## config.mk

```make
export PLATFORM = sky130hd
export DESIGN_NAME = adcdma_top
export DESIGN_NICKNAME = d
export VERILOG_FILES = /design/src/design/adcdma_pkg.sv /design/src/design/adcdma_top.sv /design/src/design/adcdma_addr_gen.sv
export SDC_FILE = /design/constraint.sdc
export NUM_CORES = 1
export LEC_CHECK = 0
export BUFFER_PORTS_ARGS = -buffer_cell sky130_fd_sc_hd__buf_2
export CAP_MARGIN = 20
export CORE_AREA = 8 8 128 160
export DETAILED_ROUTE_END_ITERATION = 8
export DIE_AREA = 0 0 136 168
export HOLD_SLACK_MARGIN = 0.06
export PLACE_DENSITY = 0.56
export SYNTH_ARGS = -nofsm -noshare
export SYNTH_HDL_FRONTEND = slang
export SYNTH_SLANG_ARGS = --single-unit
```

## constraint.sdc

```tcl
create_clock -name core_clk -period 2.7 [get_ports core_clk]
set_input_delay 0.135 -clock core_clk [delete_from_list [all_inputs] [get_ports core_clk]]
set_output_delay 0.135 -clock core_clk [all_outputs]
set_load 0.01 [all_outputs]
```

## src/design/adcdma_pkg.sv

```systemverilog
// package for the conversion-result address generator
// assumes a 40 MHz core clock and an axi4-lite register port
package adcdma_pkg;
    // ************************************************************
    // register map
    // ************************************************************
    localparam logic [11:0] ADCDMA_BASE_IDX = 12'h0_FBD; // printed index
    localparam logic [13:0] ADCDMA_BASE_ADDR = {ADCDMA_BASE_IDX, 2'b00};
    localparam logic [11:0] ADCDMA_STAT_IDX = 12'h0_FBE;
    localparam logic [13:0] ADCDMA_STAT_ADDR = {ADCDMA_STAT_IDX, 2'b00};
    localparam logic [7:0] ADCDMA_BASE_RST = 8'h00;
    localparam int ADCDMA_BASE_LSB = 1;
    localparam int ADCDMA_BASE_MSB = 7;
    // ************************************************************
    // address layout and result split
    // ************************************************************
    localparam int ADCDMA_RF_AW = 12;
    localparam int ADCDMA_CH_W = 4;
    localparam int ADCDMA_RES_W = 10;
    localparam int ADCDMA_HI_LSB = 2;
    localparam logic [1:0] ADCDMA_RESP_OKAY = 2'b00;
    localparam logic [1:0] ADCDMA_RESP_SLVERR = 2'b10;
    typedef enum logic [1:0] {
        ADCDMA_IDLE = 2'b00,
        ADCDMA_WR_HI = 2'b01,
        ADCDMA_WR_LO = 2'b10
    } adcdma_state_t;
endpackage

```

## src/design/adcdma_top.sv

```systemverilog
// conversion-result dma: stores each result as a byte pair in the rf
// assumes the converter pulses done with stable channel and data,
// and the register file takes one byte write per cycle when ready
// status flags are polled by software; there is no interrupt
`timescale 1ns/1ps
// Summary of operation
// - results go to rf block chosen by base
// - upper seven address bits from base 7:1
// - low five bits are twice input number plus byte select
// - each ten-bit result becomes two bytes
// - high part even address, rest odd address
module adcdma_top (
    input wire logic core_clk,
    input wire logic reset,
    input wire logic s_axi_awvalid,
    output logic s_axi_awready,
    input wire logic [31:0] s_axi_awaddr,
    input wire logic s_axi_wvalid,
    output logic s_axi_wready,
    input wire logic [31:0] s_axi_wdata,
    input wire logic [3:0] s_axi_wstrb,
    output logic s_axi_bvalid,
    input wire logic s_axi_bready,
    output logic [1:0] s_axi_bresp,
    input wire logic s_axi_arvalid,
    output logic s_axi_arready,
    input wire logic [31:0] s_axi_araddr,
    output logic s_axi_rvalid,
    input wire logic s_axi_rready,
    output logic [31:0] s_axi_rdata,
    output logic [1:0] s_axi_rresp,
    input wire logic conv_done,
    input wire logic [3:0] conv_channel,
    input wire logic [9:0] conv_result,
    output logic conv_ready,
    output logic rf_wr_en,
    output logic [11:0] rf_wr_addr,
    output logic [7:0] rf_wr_data,
    input wire logic rf_wr_ready
);
    // ************************************************************
    // register slave state
    // ************************************************************
    logic [7:0] base_reg, base_next;
    logic aw_hold_reg, aw_hold_next;
    logic w_hold_reg, w_hold_next;
    logic [31:0] awaddr_reg, awaddr_next;
    logic [31:0] wdata_reg, wdata_next;
    logic [3:0] wstrb_reg, wstrb_next;
    logic bvalid_reg, bvalid_next;
    logic [1:0] bresp_reg, bresp_next;
    logic rvalid_reg, rvalid_next;
    logic [31:0] rdata_reg, rdata_next;
    logic [1:0] rresp_reg, rresp_next;
    logic [15:0] stored_reg, stored_next;

    // ************************************************************
    // transfer engine state
    // ************************************************************
    adcdma_pkg::adcdma_state_t state_reg, state_next;
    logic [3:0] chan_reg, chan_next;
    logic [9:0] res_reg, res_next;
    logic [6:0] blk_reg, blk_next;
    logic wr_en_reg, wr_en_next;
    logic [11:0] wr_addr_reg, wr_addr_next;
    logic [7:0] wr_data_reg, wr_data_next;
    logic [11:0] addr_hi, addr_lo;
    logic aw_have, w_have, do_write;
    logic [31:0] wa, wd;
    logic [3:0] ws;
    logic pair_done;

    // ************************************************************
    // address formers for the even and odd byte
    // ************************************************************
    // two plain formers instead of a mux keep the address path short
    adcdma_addr_gen u_gen_hi (
        .base_bits(blk_reg),
        .channel(chan_reg),
        .odd_byte(1'b0),
        .rf_addr(addr_hi)
    );

    adcdma_addr_gen u_gen_lo (
        .base_bits(blk_reg),
        .channel(chan_reg),
        .odd_byte(1'b1),
        .rf_addr(addr_lo)
    );
    // handshake outputs
    assign s_axi_awready = !aw_hold_reg && !s_axi_bvalid;
    assign s_axi_wready = !w_hold_reg && !s_axi_bvalid;
    assign s_axi_arready = !rvalid_reg;
    assign s_axi_bvalid = bvalid_reg;
    assign s_axi_bresp = bresp_reg;
    assign s_axi_rvalid = rvalid_reg;
    assign s_axi_rdata = rdata_reg;
    assign s_axi_rresp = rresp_reg;

    // engine side: ready only while idle, so busy dones are dropped
    assign conv_ready = (state_reg == adcdma_pkg::ADCDMA_IDLE);
    assign rf_wr_en = wr_en_reg;
    assign rf_wr_addr = wr_addr_reg;
    assign rf_wr_data = wr_data_reg;

    // ************************************************************
    // axi4-lite write and read paths
    // ************************************************************
    // address and data may arrive in either order; held until both
    always_comb begin
        aw_have = aw_hold_reg || s_axi_awvalid;
        w_have = w_hold_reg || s_axi_wvalid;
        wa = aw_hold_reg ? awaddr_reg : s_axi_awaddr;
        wd = w_hold_reg ? wdata_reg : s_axi_wdata;
        ws = w_hold_reg ? wstrb_reg : s_axi_wstrb;
        do_write = aw_have && w_have && !bvalid_reg;
        aw_hold_next = aw_hold_reg;
        w_hold_next = w_hold_reg;
        awaddr_next = awaddr_reg;
        wdata_next = wdata_reg;
        wstrb_next = wstrb_reg;
        bvalid_next = bvalid_reg;
        bresp_next = bresp_reg;
        base_next = base_reg;
        // capture whichever half arrives first
        if (s_axi_awvalid && s_axi_awready) begin
            aw_hold_next = 1'b1;
            awaddr_next = s_axi_awaddr;
        end
        if (s_axi_wvalid && s_axi_wready) begin
            w_hold_next = 1'b1;
            wdata_next = s_axi_wdata;
            wstrb_next = s_axi_wstrb;
        end
        // both halves present: decode, answer and release them
        if (do_write) begin
            aw_hold_next = 1'b0;
            w_hold_next = 1'b0;
            bvalid_next = 1'b1;
            if (wa[13:2] == adcdma_pkg::ADCDMA_BASE_IDX) begin
                bresp_next = adcdma_pkg::ADCDMA_RESP_OKAY;
                if (ws[0]) begin
                    // bit 0 is reserved and never stored
                    base_next = {wd[7:1], 1'b0};
                end
            end else if (wa[13:2] == adcdma_pkg::ADCDMA_STAT_IDX) begin
                bresp_next = adcdma_pkg::ADCDMA_RESP_OKAY;
            end else begin
                bresp_next = adcdma_pkg::ADCDMA_RESP_SLVERR;
            end
        end else if (bvalid_reg && s_axi_bready) begin
            bvalid_next = 1'b0;
        end
    end

    // read decode; unmapped offsets answer slverr with zero data
    always_comb begin
        rvalid_next = rvalid_reg;
        rdata_next = rdata_reg;
        rresp_next = rresp_reg;
        // address taken: answer next cycle from the decode below
        if (s_axi_arvalid && s_axi_arready) begin
            rvalid_next = 1'b1;
            rresp_next = adcdma_pkg::ADCDMA_RESP_OKAY;
            if (s_axi_araddr[13:2] == adcdma_pkg::ADCDMA_BASE_IDX) begin
                rdata_next = {24'h00_0000, base_reg};
            end else if (s_axi_araddr[13:2] ==
                         adcdma_pkg::ADCDMA_STAT_IDX) begin
                rdata_next = {14'h0000, state_reg, stored_reg};
            end else begin
                rdata_next = 32'h0000_0000;
                rresp_next = adcdma_pkg::ADCDMA_RESP_SLVERR;
            end
        end else if (rvalid_reg && s_axi_rready) begin
            rvalid_next = 1'b0;
        end
    end

    // write-side flops; base comes up at a known value, not undefined
    always_ff @(posedge core_clk) begin
        if (reset) begin
            base_reg <= adcdma_pkg::ADCDMA_BASE_RST;
            aw_hold_reg <= 1'b0;
            w_hold_reg <= 1'b0;
            awaddr_reg <= 32'h0000_0000;
            wdata_reg <= 32'h0000_0000;
            wstrb_reg <= 4'h0;
            bvalid_reg <= 1'b0;
            bresp_reg <= adcdma_pkg::ADCDMA_RESP_OKAY;
        end else begin
            base_reg <= base_next;
            aw_hold_reg <= aw_hold_next;
            w_hold_reg <= w_hold_next;
            awaddr_reg <= awaddr_next;
            wdata_reg <= wdata_next;
            wstrb_reg <= wstrb_next;
            bvalid_reg <= bvalid_next;
            bresp_reg <= bresp_next;
        end
    end

    // read-side flops
    always_ff @(posedge core_clk) begin
        if (reset) begin
            rvalid_reg <= 1'b0;
            rdata_reg <= 32'h0000_0000;
            rresp_reg <= adcdma_pkg::ADCDMA_RESP_OKAY;
        end else begin
            rvalid_reg <= rvalid_next;
            rdata_reg <= rdata_next;
            rresp_reg <= rresp_next;
        end
    end

    // ************************************************************
    // byte-pair transfer engine
    // ************************************************************
    // result and base are captured at done, so a base write mid-pair
    // cannot split one result across two blocks
    always_comb begin
        state_next = state_reg;
        chan_next = chan_reg;
        res_next = res_reg;
        blk_next = blk_reg;
        wr_en_next = wr_en_reg;
        wr_addr_next = wr_addr_reg;
        wr_data_next = wr_data_reg;
        pair_done = 1'b0;
        case (state_reg)
            adcdma_pkg::ADCDMA_IDLE: begin
                wr_en_next = 1'b0;
                // a busy done never reaches here, so it is lost
                if (conv_done) begin
                    chan_next = conv_channel;
                    res_next = conv_result;
                    blk_next = base_reg[adcdma_pkg::ADCDMA_BASE_MSB:
                                        adcdma_pkg::ADCDMA_BASE_LSB];
                    state_next = adcdma_pkg::ADCDMA_WR_HI;
                end
            end
            adcdma_pkg::ADCDMA_WR_HI: begin
                // present even byte: upper eight bits of the result
                if (!wr_en_reg) begin
                    wr_en_next = 1'b1;
                    wr_addr_next = addr_hi;
                    wr_data_next = res_reg[9:2];
                end else if (rf_wr_ready) begin
                    wr_addr_next = addr_lo;
                    wr_data_next = {6'b00_0000, res_reg[1:0]};
                    state_next = adcdma_pkg::ADCDMA_WR_LO;
                end
            end
            adcdma_pkg::ADCDMA_WR_LO: begin
                // odd byte stands until the file takes it
                if (rf_wr_ready) begin
                    wr_en_next = 1'b0;
                    pair_done = 1'b1;
                    state_next = adcdma_pkg::ADCDMA_IDLE;
                end
            end
            default: begin
                // unused code: park idle with the port quiet
                wr_en_next = 1'b0;
                state_next = adcdma_pkg::ADCDMA_IDLE;
            end
        endcase
    end

    // engine flops
    always_ff @(posedge core_clk) begin
        if (reset) begin
            state_reg <= adcdma_pkg::ADCDMA_IDLE;
            chan_reg <= 4'h0;
            res_reg <= 10'h000;
            blk_reg <= 7'h00;
            wr_en_reg <= 1'b0;
            wr_addr_reg <= 12'h000;
            wr_data_reg <= 8'h00;
            stored_reg <= 16'h0000;
        end else begin
            state_reg <= state_next;
            chan_reg <= chan_next;
            res_reg <= res_next;
            blk_reg <= blk_next;
            wr_en_reg <= wr_en_next;
            wr_addr_reg <= wr_addr_next;
            wr_data_reg <= wr_data_next;
            stored_reg <= stored_next;
        end
    end

    // ************************************************************
    // sticky per-channel stored flags
    // ************************************************************
    // set only, cleared by reset alone, so software can poll which
    // inputs have had a pair stored at least once
    for (genvar g = 0; g < 16; g++) begin : g_flag
        assign stored_next[g] = stored_reg[g] ||
                                (pair_done && chan_reg == 4'(g));
    end
endmodule

```

## src/design/adcdma_addr_gen.sv

```systemverilog
// address former for one byte of a result pair
// assumes inputs are stable registered values on the same clock
`timescale 1ns/1ps
module adcdma_addr_gen (
    input wire logic [6:0] base_bits,
    input wire logic [3:0] channel,
    input wire logic odd_byte,
    output logic [11:0] rf_addr
);
    // ************************************************************
    // base in the top, twice the channel in the bottom
    // ************************************************************
    // channel times two plus the byte select gives the low five bits
    always_comb begin
        rf_addr = {base_bits, channel, odd_byte};
    end
endmodule

```

==> results.py, run 1 <==
metrics = {
    "run_status": {
        "status": "finished, final reports clean",
    },
    "detailed_routing": {
        "dr.pass1.iters": 4,
        "drc": 0,
        "vias": 3797,
        "drt-initial-drc-count": 161,
        "routed_wl_mm": 12.19,
        "ant_nets": 0,
        "drt-vias-per-instance": 4.379,
        "wire_per_inst_um": 14.06,
    },
    "cts": {
        "clkLatencyLatePin_ps": 350,
        "cts.sinks": 111,
        "post_cts_buffers": 0,
        "ctsHtreeMaxLevel": 3,
        "clock-root-buffer": "clkbuf_16",
        "clk_path_buf_depth": 2,
        "clk_pin_slew_worst_paths_ps": 70,
        "numCtsBuffers": 9,
        "cts_tree": "yes",
    },
    "sta": {
        "finalSetupViolations": 0,
        "skew_ps": 7.661,
        "worst_slew_pin_slew_ps": 874.9,
        "rsz0062_at_grt": "false",
        "slew_headroom_pct": 41.53,
        "fmax_ghz": 0.5132,
        "slew_violations": 0,
        "final.min_clock_period_ps": 1948,
        "hold_viol": 0,
        "finalSetupTns_ps": 0,
        "fin_crit_sh_pct": 72.16,
    },
    "synthesis": {
        "synth_top_area_share_pct": 50.28,
        "synth.most_common_cell": "nand2_1",
        "yosysSeqAreaShare_pct": 50.28,
        "yosys_most_used_dff": "dfxtp_1",
        "synth-seq-cells": 111,
        "synth_common_cells": "nand2_1 (112), dfxtp_1 (111), a21oi_1 (68)",
        "synth_edf_count": 0,
        "yosys_warnings": 0,
        "synth_area_leaders": "dfxtp_1 (50%), nand2_1 (9.5%), a21oi_1 (7.7%)",
        "syn_avg_cell_area_um2": 8.682,
        "async_flop_share_pct": 0,
        "synthesis.area_mm2": 0.004419,
        "syn_inst": 509,
        "synth_top_cell_by_area": "dfxtp_1",
        "synthDistinctLibCells": 44,
    },
    "grt": {
        "grt_usage_pct": 10.65,
        "first_global_vias": 3687,
        "grt_max_degree": 49,
        "grt_pass1_wl_mm": 19.29,
        "antenna_found_initial": 0,
        "gr-total-overflow": 0,
    },
    "power_and_ir_drop": {
        "cellPowerDensity_mw_per_mm2": 605.2,
        "irDropWorstVdd_mv": 0.2599,
        "p_leak_nw": 2.382,
        "finalPower_mw": 3.473,
    },
    "critical_path": {
        "worst-path-buf-inv": 0,
        "slowest_stage": "dfxtp_1",
        "critPathRequiredTime_ps": 2940,
        "critPathMaxFanout": 13,
        "crit_arrival_ps": 2190,
        "crit_chain": "nor2_1 -> a2111oi_4 -> nand4_4 -> mux2_4",
        "path_class": "reg2reg",
        "cpPeakStageDelay_ps": 640,
        "endpoint_kind": "flop",
        "crit_family": "flip-flops",
        "startpoint_type": "flop",
    },
    "cells_and_area": {
        "nFillCells": 1922,
        "synthToLayoutAreaGrowth_pct": 29.84,
        "antennaDiodeCount": 0,
        "nets": 757,
        "largest_reg_flops": 18,
        "final_layout_size_suffix_gt1_share_pct": 21.75,
    },
    "flow_run": {
        "drv_cap": 0,
    },
    "die": {
        "dieHeight_um": 168,
        "start_util_pct": 24.70,
        "rows": 55,
        "fp.dieW_um": 136,
        "die-area_mm2": 0.02285,
        "ioPinCount": 186,
        "coreArea_mm2": 0.01789,
    },
    "place": {
        "io_buffers": 101,
        "dp.final_hpwl_mm": 8.615,
        "gp_congestion": 0.7406,
    },
    "min_path": {
        "hp-class": "in2reg",
    },
}
final cells by class:
| class | count | area (um2) | share of cell area, % |
|---|---|---|---|
| Sequential cell | 111 | 2222 | 38.73 |
| Multi-Input combinational cell | 364 | 1991 | 34.69 |
| Timing Repair Buffer | 145 | 932.1 | 16.25 |
| Tap cell | 228 | 285.3 | 4.972 |
| Clock buffer | 14 | 284.0 | 4.950 |
| Clock inverter | 2 | 12.51 | 0.2181 |
| Inverter | 3 | 11.26 | 0.1962 |
stage by stage:
| step | area, um2 | std cells | worst slack [ps] | utilization (%) | hold slack [ps] |
|---|---|---|---|---|---|
| final | 5738 | 867 | 751.5 | 32.07 | 97.14 |
| after floorplan | 4476 | 524 | 1115 | - | 234.0 |
| after global routing | 5738 | 867 | 637.9 | 32.07 | 110.6 |
| after global placement | 5070 | 814 | 775.4 | 28.34 | 344.3 |
| after detailed placement | 5070 | 814 | 751.0 | 28.34 | 345.3 |
| after CTS | 5727 | 866 | 727.8 | 32.01 | 83.10 |
per-layer routing:
metal	wire length, um	GRT usage (%)
met5	0	0
met4	165	3.447
met3	897	3.722
met2	5668	16.98
met1	5456	13.05
worst register-to-register path, cell delays in order, from the launching register on:
cell and delay [ps]:
dfxtp_1 640, nor2_1 180, a2111oi_4 370, nand4_4 280, mux2_4 370
path summary, 6_finish.rpt:
check / end / depth (start not counted) / start / slack, ps
worst max register to register: base_reg[1] / 4 / aw_hold_reg / 750
worst min-delay path: s_axi_bvalid / 4 / s_axi_bready / 100
worst min register to register: rf_wr_addr[2] / 2 / rf_wr_addr[2] / 450
worst max-delay path: base_reg[1] / 4 / aw_hold_reg / 750
cells by family after synthesis:
| group | share of synthesized area, % |
|---|---|
| xor+xnor | 0.3964 |
| buf+inv | 5.945 |
| compound gates | 15.01 |
| mux | 4.643 |
| flops | 50.28 |
| simple gates | 23.64 |
| other cells | 0.08486 |
where the power goes:
group	leakage [nW]	switching, mW	internal [mW]	total [mW]
logic	1.33	0.237	0.169	0.405
registers	0.903	0.0506	1.70	1.75
clock network	0.145	0.593	0.727	1.32
repair_timing:
item	4_1_cts	5_1_grt
hold buffers	36	0
gates resized for setup	0	0
endpoints found under the hold margin	35	0
placed cells by master, fill, tap and decap left out, types with 5 or more instances in the layout:
cell and n:
a21oi_1 68, a221oi_1 7, a22o_1 11, a22oi_1 6, a31oi_1 5, buf_2 100, buf_4 8, clkbuf_16 9
conb_1 16, dfxtp_1 111, dlygate4sd3_1 36, mux2_4 7, mux2i_1 10, nand2_1 112, nand2b_1 5, nor2_1 55
nor2b_1 14, nor3_1 13
Note: power is estimated with default switching activity, not from simulation.
==> run 2: changes to the inputs <==
clock period = 1.8 ns   (was 2.7 ns; I/O delays follow)
==> results.py, run 2 (same netlist as run 1, synthesis figures left out) <==
metrics = {
    "run_status": {
        "status": "finished, final reports clean",
    },
    "die": {
        "dieHeight_um": 168,
        "ioPinCount": 186,
        "coreArea_mm2": 0.01789,
        "die-area_mm2": 0.02285,
        "fp.dieW_um": 136,
        "rows": 55,
        "start_util_pct": 24.70,
    },
    "cells_and_area": {
        "final_cell_area_mm2": 0.005876,
        "layout_commonest_cell": "nand2_1",
        "post-route-util_pct": 32.84,
        "nets": 774,
        "final_cell_mix": "nand2_1 (112), dfxtp_1 (110), buf_2 (100), a21oi_1 (67), nor2_1 (55)",
        "nFillCells": 1866,
        "final_layout_size_suffix_gt1_share_pct": 23.93,
        "largest_reg_flops": 18,
        "antennaDiodeCount": 0,
        "final_cells": 884,
        "synthToLayoutAreaGrowth_pct": 32.96,
    },
    "critical_path": {
        "cpPeakStageDelay_ps": 540,
        "path_class": "in2reg",
        "slowest_stage": "dlygate4sd3_1",
        "critPathRequiredTime_ps": 2040,
        "crit_chain": "dlygate4sd3_1 -> buf_2 -> or3b_1 -> a21oi_2 -> nand4_4 -> mux2_4",
        "endpoint_kind": "flop",
        "startpoint_type": "input pin",
        "crit_arrival_ps": 1920,
        "critPathMaxFanout": 7,
    },
    "cts": {
        "clk_path_buf_depth": 2,
        "clk_pin_slew_worst_paths_ps": 70,
        "cts_tree": "yes",
        "clock-root-buffer": "clkbuf_16",
        "clkLatencyLatePin_ps": 350,
        "post_cts_buffers": 0,
        "ctsHtreeMaxLevel": 3,
        "cts.sinks": 111,
        "numCtsBuffers": 9,
    },
    "detailed_routing": {
        "routed_wl_mm": 12.19,
        "wire_per_inst_um": 13.79,
        "ant_nets": 0,
        "drt-initial-drc-count": 124,
        "vias": 3849,
        "dr.pass1.iters": 4,
        "drc": 0,
        "drt-vias-per-instance": 4.354,
    },
    "power_and_ir_drop": {
        "irDropWorstVdd_mv": 0.3943,
        "pwr-share-comb_pct": 12.2,
        "switching_power_mw": 1.340,
        "p_clk_share_pct": 38.3,
        "finalPower_mw": 5.278,
        "cellPowerDensity_mw_per_mm2": 898.3,
        "p_int_mw": 3.938,
        "p_seq_share_pct": 49.5,
        "p_leak_nw": 2.475,
        "p_sw_share_pct": 25.39,
    },
    "place": {
        "dp.final_hpwl_mm": 8.907,
        "gp_congestion": 0.7342,
        "io_buffers": 101,
        "placed_cell_area_mm2": 0.005190,
        "place_inst": 830,
    },
    "sta": {
        "slew_violations": 0,
        "fmax_ghz": 0.5936,
        "slew_headroom_pct": 50.01,
        "rsz0062_at_grt": "false",
        "worst_slew_pin_slew_ps": 747.2,
        "fin_crit_sh_pct": 93.58,
        "final.min_clock_period_ps": 1684,
        "finalSetupViolations": 0,
        "finalSetupTns_ps": 0,
        "skew_ps": 3.597,
        "hold_viol": 0,
    },
    "grt": {
        "use_met2_pct": 17.67,
        "grt_max_degree": 42,
        "first_global_vias": 3838,
        "antenna_found_initial": 0,
        "grt_usage_pct": 10.83,
        "gr-max-usage-layer": "met2",
        "met1_usage_pct": 12.96,
        "grt_pass1_wl_mm": 19.73,
        "use_met3_pct": 3.276,
        "gr-total-overflow": 0,
    },
    "flow_run": {
        "drv_cap": 0,
    },
    "min_path": {
        "hp-class": "in2reg",
    },
}
## run 2: cell type report
cell class	instances	area (um2)	area share [%]
Multi-Input combinational cell	364	1994	33.94
Clock buffer	10	239.0	4.067
Clock inverter	6	58.81	1.001
Tap cell	228	285.3	4.855
Inverter	3	11.26	0.1917
Timing Repair Buffer	162	1061	18.06
Sequential cell	111	2226	37.88
## run 2: path summary, 6_finish.rpt
path | startpoint | end | slack [ps] | cells after the start
max | s_axi_awaddr[3] | base_reg[5] | 120 | 6
min | reset | rf_wr_addr[5] | 70 | 2
max reg2reg | aw_hold_reg | base_reg[5] | 120 | 4
min reg2reg | blk_reg[3] | rf_wr_addr[8] | 450 | 2
## run 2: critical path: cells and delay by family
family / cells / cell delay, ps
AOI/OAI and AO/OA: 1 / 190
buffers and inverters: 2 / 680
muxes: 1 / 360
and+or+nand+nor: 2 / 600
## run 2: what timing repair did
item	in CTS	in global routing
endpoints found under the hold margin	37	0
setup endpoints to repair	7	7
resized for setup	1	2
pin swaps	0	2
hold buffers	38	0
## run 2: metal layers
metal,vias to the layer above,share of wire (%)
met4,0,1.4
met1,1754,45
li1,1993,-
met2,90,47
met3,12,6.8
met5,-,0
## run 2: stage by stage
step | hold WS, ps | worst slack, ps
CTS | 61.79 | 39.99
floorplan | 189.0 | 214.9
global placement | 278.0 | -30.13
finish | 72.66 | 115.5
detailed placement | 279.1 | -40.26
global route | 75.09 | 18.58
## run 2: power by group through the flow
stage | registers (mW) | logic (mW) | clock network, mW
after global routing | 2.62 | 0.723 | 2.21
after global placement | 2.66 | 0.587 | 0
after CTS | 2.61 | 0.653 | 2.11
after detailed placement | 2.67 | 0.587 | 0
final | 2.61 | 0.645 | 2.02
after floorplan | 2.66 | 0.376 | 0
==> run 3: changes to the inputs <==
clock period = 2 ns   (was 1.8 ns; I/O delays follow)
==> results.py, run 3 (same netlist as run 1, synthesis figures left out) <==
metrics = {
    "sta": {
        "finalSetupTns_ps": 0,
        "skew_ps": 5.849,
        "slew_violations": 0,
        "worst_slew_pin_slew_ps": 656.4,
        "rsz0062_at_grt": "false",
        "fmax_ghz": 0.5597,
        "slew_headroom_pct": 55.88,
        "finalSetupViolations": 0,
        "final.min_clock_period_ps": 1787,
        "fin_crit_sh_pct": 89.34,
        "whs_ps": 87.56,
        "hold_viol": 0,
    },
    "power_and_ir_drop": {
        "irDropWorstVdd_mv": 0.3362,
        "cellPowerDensity_mw_per_mm2": 814.2,
        "p_leak_nw": 2.426,
    },
    "critical_path": {
        "path_class": "reg2reg",
        "crit_family": "simple AND/OR/NAND/NOR gates",
        "cpPeakStageDelay_ps": 420,
        "worst-path-buf-inv": 0,
        "startpoint_type": "flop",
        "regToRegSetupSlack_ps": 210,
        "reg2reg_depth": 4,
        "crit_arrival_ps": 2020,
        "rr_startpoint": "aw_hold_reg",
        "critPathMaxFanout": 13,
        "r2r-end": "base_reg[5]",
        "crit_chain": "nand3b_4 -> a2111oi_4 -> nand4_4 -> mux2_4",
        "slowest_stage": "a2111oi_4",
        "endpoint_kind": "flop",
        "critPathRequiredTime_ps": 2230,
    },
    "die": {
        "coreArea_mm2": 0.01789,
        "rows": 55,
        "fp.dieW_um": 136,
        "dieHeight_um": 168,
        "start_util_pct": 24.70,
        "ioPinCount": 186,
        "die-area_mm2": 0.02285,
    },
    "cts": {
        "cts_tree": "yes",
        "clock-root-buffer": "clkbuf_16",
        "clk_path_buf_depth": 2,
        "clk_pin_slew_worst_paths_ps": 70,
        "cts.sinks": 111,
        "clkLatencyLatePin_ps": 350,
        "ctsHtreeMaxLevel": 3,
        "numCtsBuffers": 9,
    },
    "place": {
        "dp.final_hpwl_mm": 8.660,
        "gp_congestion": 0.7248,
        "io_buffers": 101,
    },
    "min_path": {
        "hp-class": "in2reg",
        "whs_path_depth": 3,
        "hold_end": "chan_reg[1]",
        "hold_start": "conv_channel[1]",
    },
    "grt": {
        "first_global_vias": 3716,
        "grt_pass1_wl_mm": 18.86,
        "gr-total-overflow": 0,
        "grt_usage_pct": 10.35,
        "grt_max_degree": 48,
        "antenna_found_initial": 0,
    },
    "cells_and_area": {
        "antennaDiodeCount": 0,
        "final_layout_size_suffix_gt1_share_pct": 22.72,
        "post-route-util_pct": 32.49,
        "layout_commonest_cell": "nand2_1",
        "nets": 765,
        "synthToLayoutAreaGrowth_pct": 31.54,
        "nFillCells": 1898,
        "final_cell_mix": "nand2_1 (112), dfxtp_1 (110), buf_2 (100), a21oi_1 (68), nor2_1 (55)",
        "largest_reg_flops": 18,
    },
    "detailed_routing": {
        "drt-vias-per-instance": 4.325,
        "routed_wl_mm": 11.96,
        "dr.pass1.iters": 4,
        "wire_per_inst_um": 13.67,
        "ant_nets": 0,
        "drt-initial-drc-count": 187,
        "vias": 3784,
        "drc": 0,
    },
    "flow_run": {
        "drv_cap": 0,
    },
    "run_status": {
        "status": "finished, final reports clean",
    },
}
## run 3: layout make-up
cell class	instances	area [um2]	share of cell area, %
multi-input combinational	364	1991	34.24
inverter	3	11.26	0.1937
tap	228	285.3	4.907
sequential	111	2223	38.25
timing repair buffer	153	1003	17.26
clock inverter	5	56.30	0.9686
clock buffer	11	242.7	4.176
## run 3: timing repair
item                                    in CTS  in global routing
endpoints found under the setup margin       0                  7
endpoints found under the hold margin       36                  0
buffers inserted                             0                  0
hold buffers                                37                  0
resized for setup                            0                  1
## run 3: power breakdown
part	leakage [nW]	switching (mW)	internal (mW)
Sequential	0.903	0.0621	2.29
Combinational	1.38	0.321	0.240
Clock	0.146	0.812	1.01
## run 3: worst register-to-register path: stages (launching register included)
cell,delay [ps]
dfxtp_2,410
nand3b_4,200
a2111oi_4,420
nand4_4,280
mux2_4,360
## run 3: layer usage
layer | GRT usage (%) | up-vias | wire length [um]
li1 | - | 1962 | -
met1 | 12.40 | 1713 | 5280
met2 | 16.87 | 99 | 5633
met3 | 3.454 | 10 | 906
met4 | 3.590 | 0 | 140
met5 | 0 | - | 0
## run 3: worst max path at each step
stage,startpoint,endpoint,slack (ps),cells past startpoint
final,aw_hold_reg,base_reg[5],210,4
after global routing,aw_hold_reg,base_reg[7],120,4
after CTS,aw_hold_reg,base_reg[5],40,4
after detailed placement,aw_hold_reg,base_reg[5],50,4
after global placement,aw_hold_reg,base_reg[2],60,4
after floorplan,aw_hold_reg,base_reg[1],410,5
## run 3: through the flow
step	worst slack, ps	instance area (um2)	std cells	total power [mW]
finish	213.2	5813	875	4.733
global route	121.1	5813	875	4.972
global placement	61.74	5135	821	2.913
CTS	36.11	5804	874	4.808
floorplan	414.9	4476	524	2.735
detailed placement	52.53	5135	821	2.917
